### src/common/cmcrc_pkg.sv
// Shared constants and types for the configuration memory CRC checker
package cmcrc_pkg;

   // Signature and storage, frame checksum and instruction register widths
   localparam int          SIG_W           = 32;
   localparam int          FRAME_CRC_W     = 16;
   localparam int          IR_W            = 10;

   // Check-value scan instruction code
   localparam logic [9:0]  LOAD_CHECK_VALUE_CODE = 10'h015;

   // Whole-array checksum, IEEE 802 generator, MSB first
   localparam logic [31:0] CRC32_POLY      = 32'h04C11DB7;
   localparam logic [31:0] CRC32_INIT      = 32'hFFFFFFFF;
   localparam logic [31:0] CRC32_XOROUT    = 32'hFFFFFFFF;

   // Per-frame checksum; zero start so an appended good CRC leaves zero residue
   localparam logic [15:0] CRC16_POLY      = 16'h8005;
   localparam logic [15:0] CRC16_INIT      = 16'h0000;

   // Values after reset
   localparam logic [31:0] STORAGE_RST     = 32'h00000000;
   localparam logic [31:0] SIGNATURE_RST   = 32'h00000000;

   // Checker clock: oscillator rate, core rate, divider range
   localparam int          OSC_FREQ_MHZ    = 80;
   localparam int          CORE_FREQ_MHZ   = 100;
   localparam logic [7:0]  OSC_STEP        = 8'(OSC_FREQ_MHZ);
   localparam logic [7:0]  OSC_MOD         = 8'(CORE_FREQ_MHZ);
   localparam logic [3:0]  DIV_EXP_MAX     = 4'h8;

   // Default size of the cell array walk
   localparam int          CELL_W_DEF      = 32;
   localparam int          CELL_WORDS_DEF  = 1024;

   // User-mode checker sequence
   typedef enum logic [2:0] {
      CMCRC_IDLE   = 3'b001,
      CMCRC_SCAN   = 3'b010,
      CMCRC_FINISH = 3'b100
   } cmcrc_state_type;

endpackage

### src/rtl/cmcrc_clk_div.sv
// Checker clock enable: 80 MHz oscillator rate divided by 2^n
module cmcrc_clk_div import cmcrc_pkg::*; (
   input  wire logic       core_clk,
   input  wire logic       rst_n,
   input  wire logic       clk_en,
   input  wire logic [3:0] div_exp,
   output logic            tick
);

   logic [7:0] acc;
   logic [7:0] div_cnt;
   logic [8:0] acc_sum;
   logic       osc_pulse;
   logic [3:0] exp_lim;
   logic [7:0] div_mask;

   // Fractional accumulator: oscillator pulses at 80 of every 100 core cycles
   assign acc_sum   = {1'b0, acc} + {1'b0, OSC_STEP};
   assign osc_pulse = acc_sum >= {1'b0, OSC_MOD};
   // Out-of-range exponents are clamped to the slowest rate
   assign exp_lim   = (div_exp > DIV_EXP_MAX) ? DIV_EXP_MAX : div_exp;
   assign div_mask  = 8'((9'h001 << exp_lim) - 9'h001);
   assign tick      = clk_en && osc_pulse && ((div_cnt & div_mask) == 8'h00);

   // Oscillator phase
   always_ff @(posedge core_clk or negedge rst_n) begin
      if (!rst_n) begin
         acc <= 8'h00;
      end else if (clk_en) begin
         acc <= osc_pulse ? 8'(acc_sum - {1'b0, OSC_MOD}) : acc_sum[7:0];
      end
   end

   // Power-of-two divider on oscillator pulses
   always_ff @(posedge core_clk or negedge rst_n) begin
      if (!rst_n) begin
         div_cnt <= 8'h00;
      end else if (clk_en && osc_pulse) begin
         div_cnt <= div_cnt + 8'h01;
      end
   end

endmodule // cmcrc_clk_div

### config.mk
export PLATFORM = sky130hd
export DESIGN_NAME = cmcrc_clk_div
export DESIGN_NICKNAME = d
export VERILOG_FILES = /design/src/common/cmcrc_pkg.sv /design/src/rtl/cmcrc_clk_div.sv
export SDC_FILE = /design/constraint.sdc
export NUM_CORES = 1
export LEC_CHECK = 0
export BUFFER_PORTS_ARGS = -buffer_cell sky130_fd_sc_hd__buf_2
export CELL_PAD_IN_SITES_DETAIL_PLACEMENT = 1
export CELL_PAD_IN_SITES_GLOBAL_PLACEMENT = 2
export CORE_MARGIN = 1
export CORE_UTILIZATION = 30
export CTS_CLUSTER_SIZE = 40
export DETAILED_ROUTE_END_ITERATION = 7
export PLACE_DENSITY = 0.77
export SLEW_MARGIN = 20
export SYNTH_ARGS = -nofsm -noshare
export SYNTH_HDL_FRONTEND = slang
export SYNTH_SLANG_ARGS = --single-unit
### constraint.sdc
create_clock -name core_clk -period 2.3 [get_ports core_clk]
set_clock_uncertainty 0.05 [all_clocks]
set_input_delay 0.23 -clock core_clk [delete_from_list [all_inputs] [get_ports core_clk]]
set_output_delay 0.23 -clock core_clk [all_outputs]
set_load 0.02 [all_outputs]
==> impl_metrics.ini <==
[timing]
fin_ws_ns = 0.00140
period_share = 0.999
grt_setup_unrepaired = yes
max_freq_mhz = 435
period_needed_ns = 2.30
hold_viol_final = 0
drv_slew = 0
hold_slack_ns = 0.224
tightestPinTransition_ns = 0.495
setup_viol = 0
slew_headroom = 0.668

[power]
p_leak_nw = 0.521
p_int_mw = 0.949
powerDensity_nw_per_um2 = 1430
switching_share = 0.453
p_total_mw = 1.74
power_frac_seq = 0.292
switching_power_mw = 0.786
clock_power_share = 0.105
p_comb_frac = 0.603
ir_drop_v = 0.000330

[layout]
drive_gt1_frac = 0.248
syn_to_final_growth_pct = 18.4
fin_area_um2 = 1220
antenna_cells = 0
fin_nets = 136
post-route-util = 0.386

[place]
placed_area_um2 = 1130
dp_hpwl_um = 1750
dp_slack_ns = 0.120
gp_congestion = 0.733
io_buffers = 7

[detailed_routing]
num_vias = 818
drt_pre_antenna_iters = 4
wire_per_inst_um = 13.9
ant_nets = 0
drc = 0
route.final.wire_length_um = 2290
vias_per_cell = 4.96
first_iter_violations = 24

[clock_tree]
clock_latency_ns = 0.28
cts.clk_slew.worst_paths_ns = 0.09
numCtsBuffers = 3
cts_tree = done
htreeDepth = 1
cts_sinks = 14
cts-root-buf = clkbuf_4
clockBufferDepth = 2

[setup_path]
path_cells = buf_4 -> ha_1 -> nand4bb_1 -> nand3_1 -> o31ai_4 -> buf_12 -> nor3_2 -> buf_4
cp-start-kind = register
crit_start = acc[4]$_DFFE_PN0P_
cp_max_fo = 12
worst_setup_path_end_kind = output port
critPathKind = reg2out
reg2reg_from = acc[4]$_DFFE_PN0P_
critPathRequiredTime_ns = 2.02
reg2reg_slack_ns = 0.24
cp_slowest_stage_delay_ns = 0.41
crit_slowest_cell = dfrtp_1
crit_arrival_ns = 2.02
cpMostUsedCell = buf_4

[synth]
ys_warn_count = 0
synth.avg_cell_area_um2 = 9.51
synth_top_area_cell = dfrtp_1
synth_ff_type = dfrtp_1
synth_nets = 122
synthMostInstantiatedCell = dfrtp_1
yosys-top-cells-count = dfrtp_1 (14), inv_1 (8), nand2_1 (8), nor2_1 (8)
ys_types = 41
ys_seq_area_frac = 0.341
synth_enable_flop_cells = 0
synth_area_leaders = dfrtp_1 (34%), ha_1 (8.5%), xor2_1 (6.0%)
ys_ff_latch = 14
synth_top_area_frac = 0.341
syn_inst = 108
async_reset_ff_frac = 1.00
syn_area_um2 = 1030

[flow_run]
maxCapViolCount = 0

[min_path]
worstHoldPathType = in2reg
holdCritStartpoint = clk_en

[outcome]
outcome = completed

[grt]
grt_start_max_net_pins = 15
grt_overflow_total = 0
grt_pass1_wl_um = 3920
grt_pass1_vias = 858
antenna_found_initial = 0
grt_usage = 0.150

[floorplan]
start_util = 0.326
rows = 20
die_width_um = 60.5
ioPinCount = 8
core_um2 = 3150
die-height_um = 60.5
die_area_um2 = 3660
-- power by group through the flow --
stage          combinational (mW)  sequential, mW  clock [mW]
4_1_cts                      1.05           0.509       0.190
5_1_grt                      1.16           0.537       0.198
3_3_place_gp                0.910           0.494           0
3_5_place_dp                0.961           0.508           0
6_report                     1.05           0.507       0.182
2_1_floorplan               0.745           0.459           0
-- final cells by class --
cell class	instances	area, um2
clock buffers	4	36.3
flip-flops and latches	14	352
multi-input cells	82	646
well taps	44	55.1
fillers	385	1940
inverters	8	30.0
repair buffers	13	97.6
-- routing by layer --
metal / up-vias / wire length (um) / track usage / part of all wire
met1: 393 / 1040 / 0.174 / 0.46
met2: 9 / 1160 / 0.261 / 0.51
met3: 4 / 56 / 0.0320 / 0.024
li1: 412 / - / - / -
met5: - / 0 / 0 / 0
met4: 0 / 31 / 0.0747 / 0.014
-- cells by family (layout without fill, tap and decap cells) --
family,Yosys count,after routing,share of synthesized area
simple gates,40,40,0.219
mux,3,3,0.0317
compound gates,19,19,0.141
buf+inv,12,25,0.0633
fa+ha+maj,7,7,0.0853
flops,14,14,0.341
xor+xnor,13,13,0.118
-- flip-flops by register name, indices dropped and copies added (netlist names) --
signal   flops
div_cnt      8
acc          6
-- through the flow --
stage               setup TNS [ns]  instances
floorplan                        0        108
global placement                 0        159
detailed placement               0        159
CTS                              0        165
global route                -0.100        165
finish                           0        165
-- path summary, 6_finish.rpt --
check	end	cells past startpoint
max	tick	8
min	acc[5]$_DFFE_PN0P_	2
max reg2reg	acc[4]$_DFFE_PN0P_	8
min reg2reg	div_cnt[7]$_DFFE_PN0P_	1
max in group asynchronous	acc[5]$_DFFE_PN0P_	2
min in group asynchronous	acc[6]$_DFFE_PN0P_	2
-- cell usage in the layout, fill, tap and decap left out, types with 2 or more instances in the layout --
cell type and instances:
a21oi_1 2, a31oi_1 2, buf_2 6, buf_4 5, clkbuf_4 3, dfrtp_1 13, ha_1 5, inv_1 7
nand2_1 8, nand3_1 4, nand4_1 2, nor2_1 8, nor3_1 4, nor3_2 3, o21ai_0 4, or3_1 2
xnor2_1 5, xor2_1 7
-- what timing repair did --
item	CTS	global route
pin swaps	3	0
hold endpoints to repair	14	0
hold buffers	1	0
gates resized for setup	6	2
endpoints found under the setup margin	1	2
buffers inserted	1	0
-- critical path: cells and delay by family (launching register included) --
| kind | cells | cell delay (ns) |
|---|---|---|
| DFF | 1 | 0.41 |
| AOI/OAI and AO/OA | 1 | 0.24 |
| adders and majority gates | 1 | 0.23 |
| buffers and inverters | 3 | 0.51 |
| and+or+nand+nor | 3 | 0.36 |
Note: power is estimated with default switching activity, not from simulation.
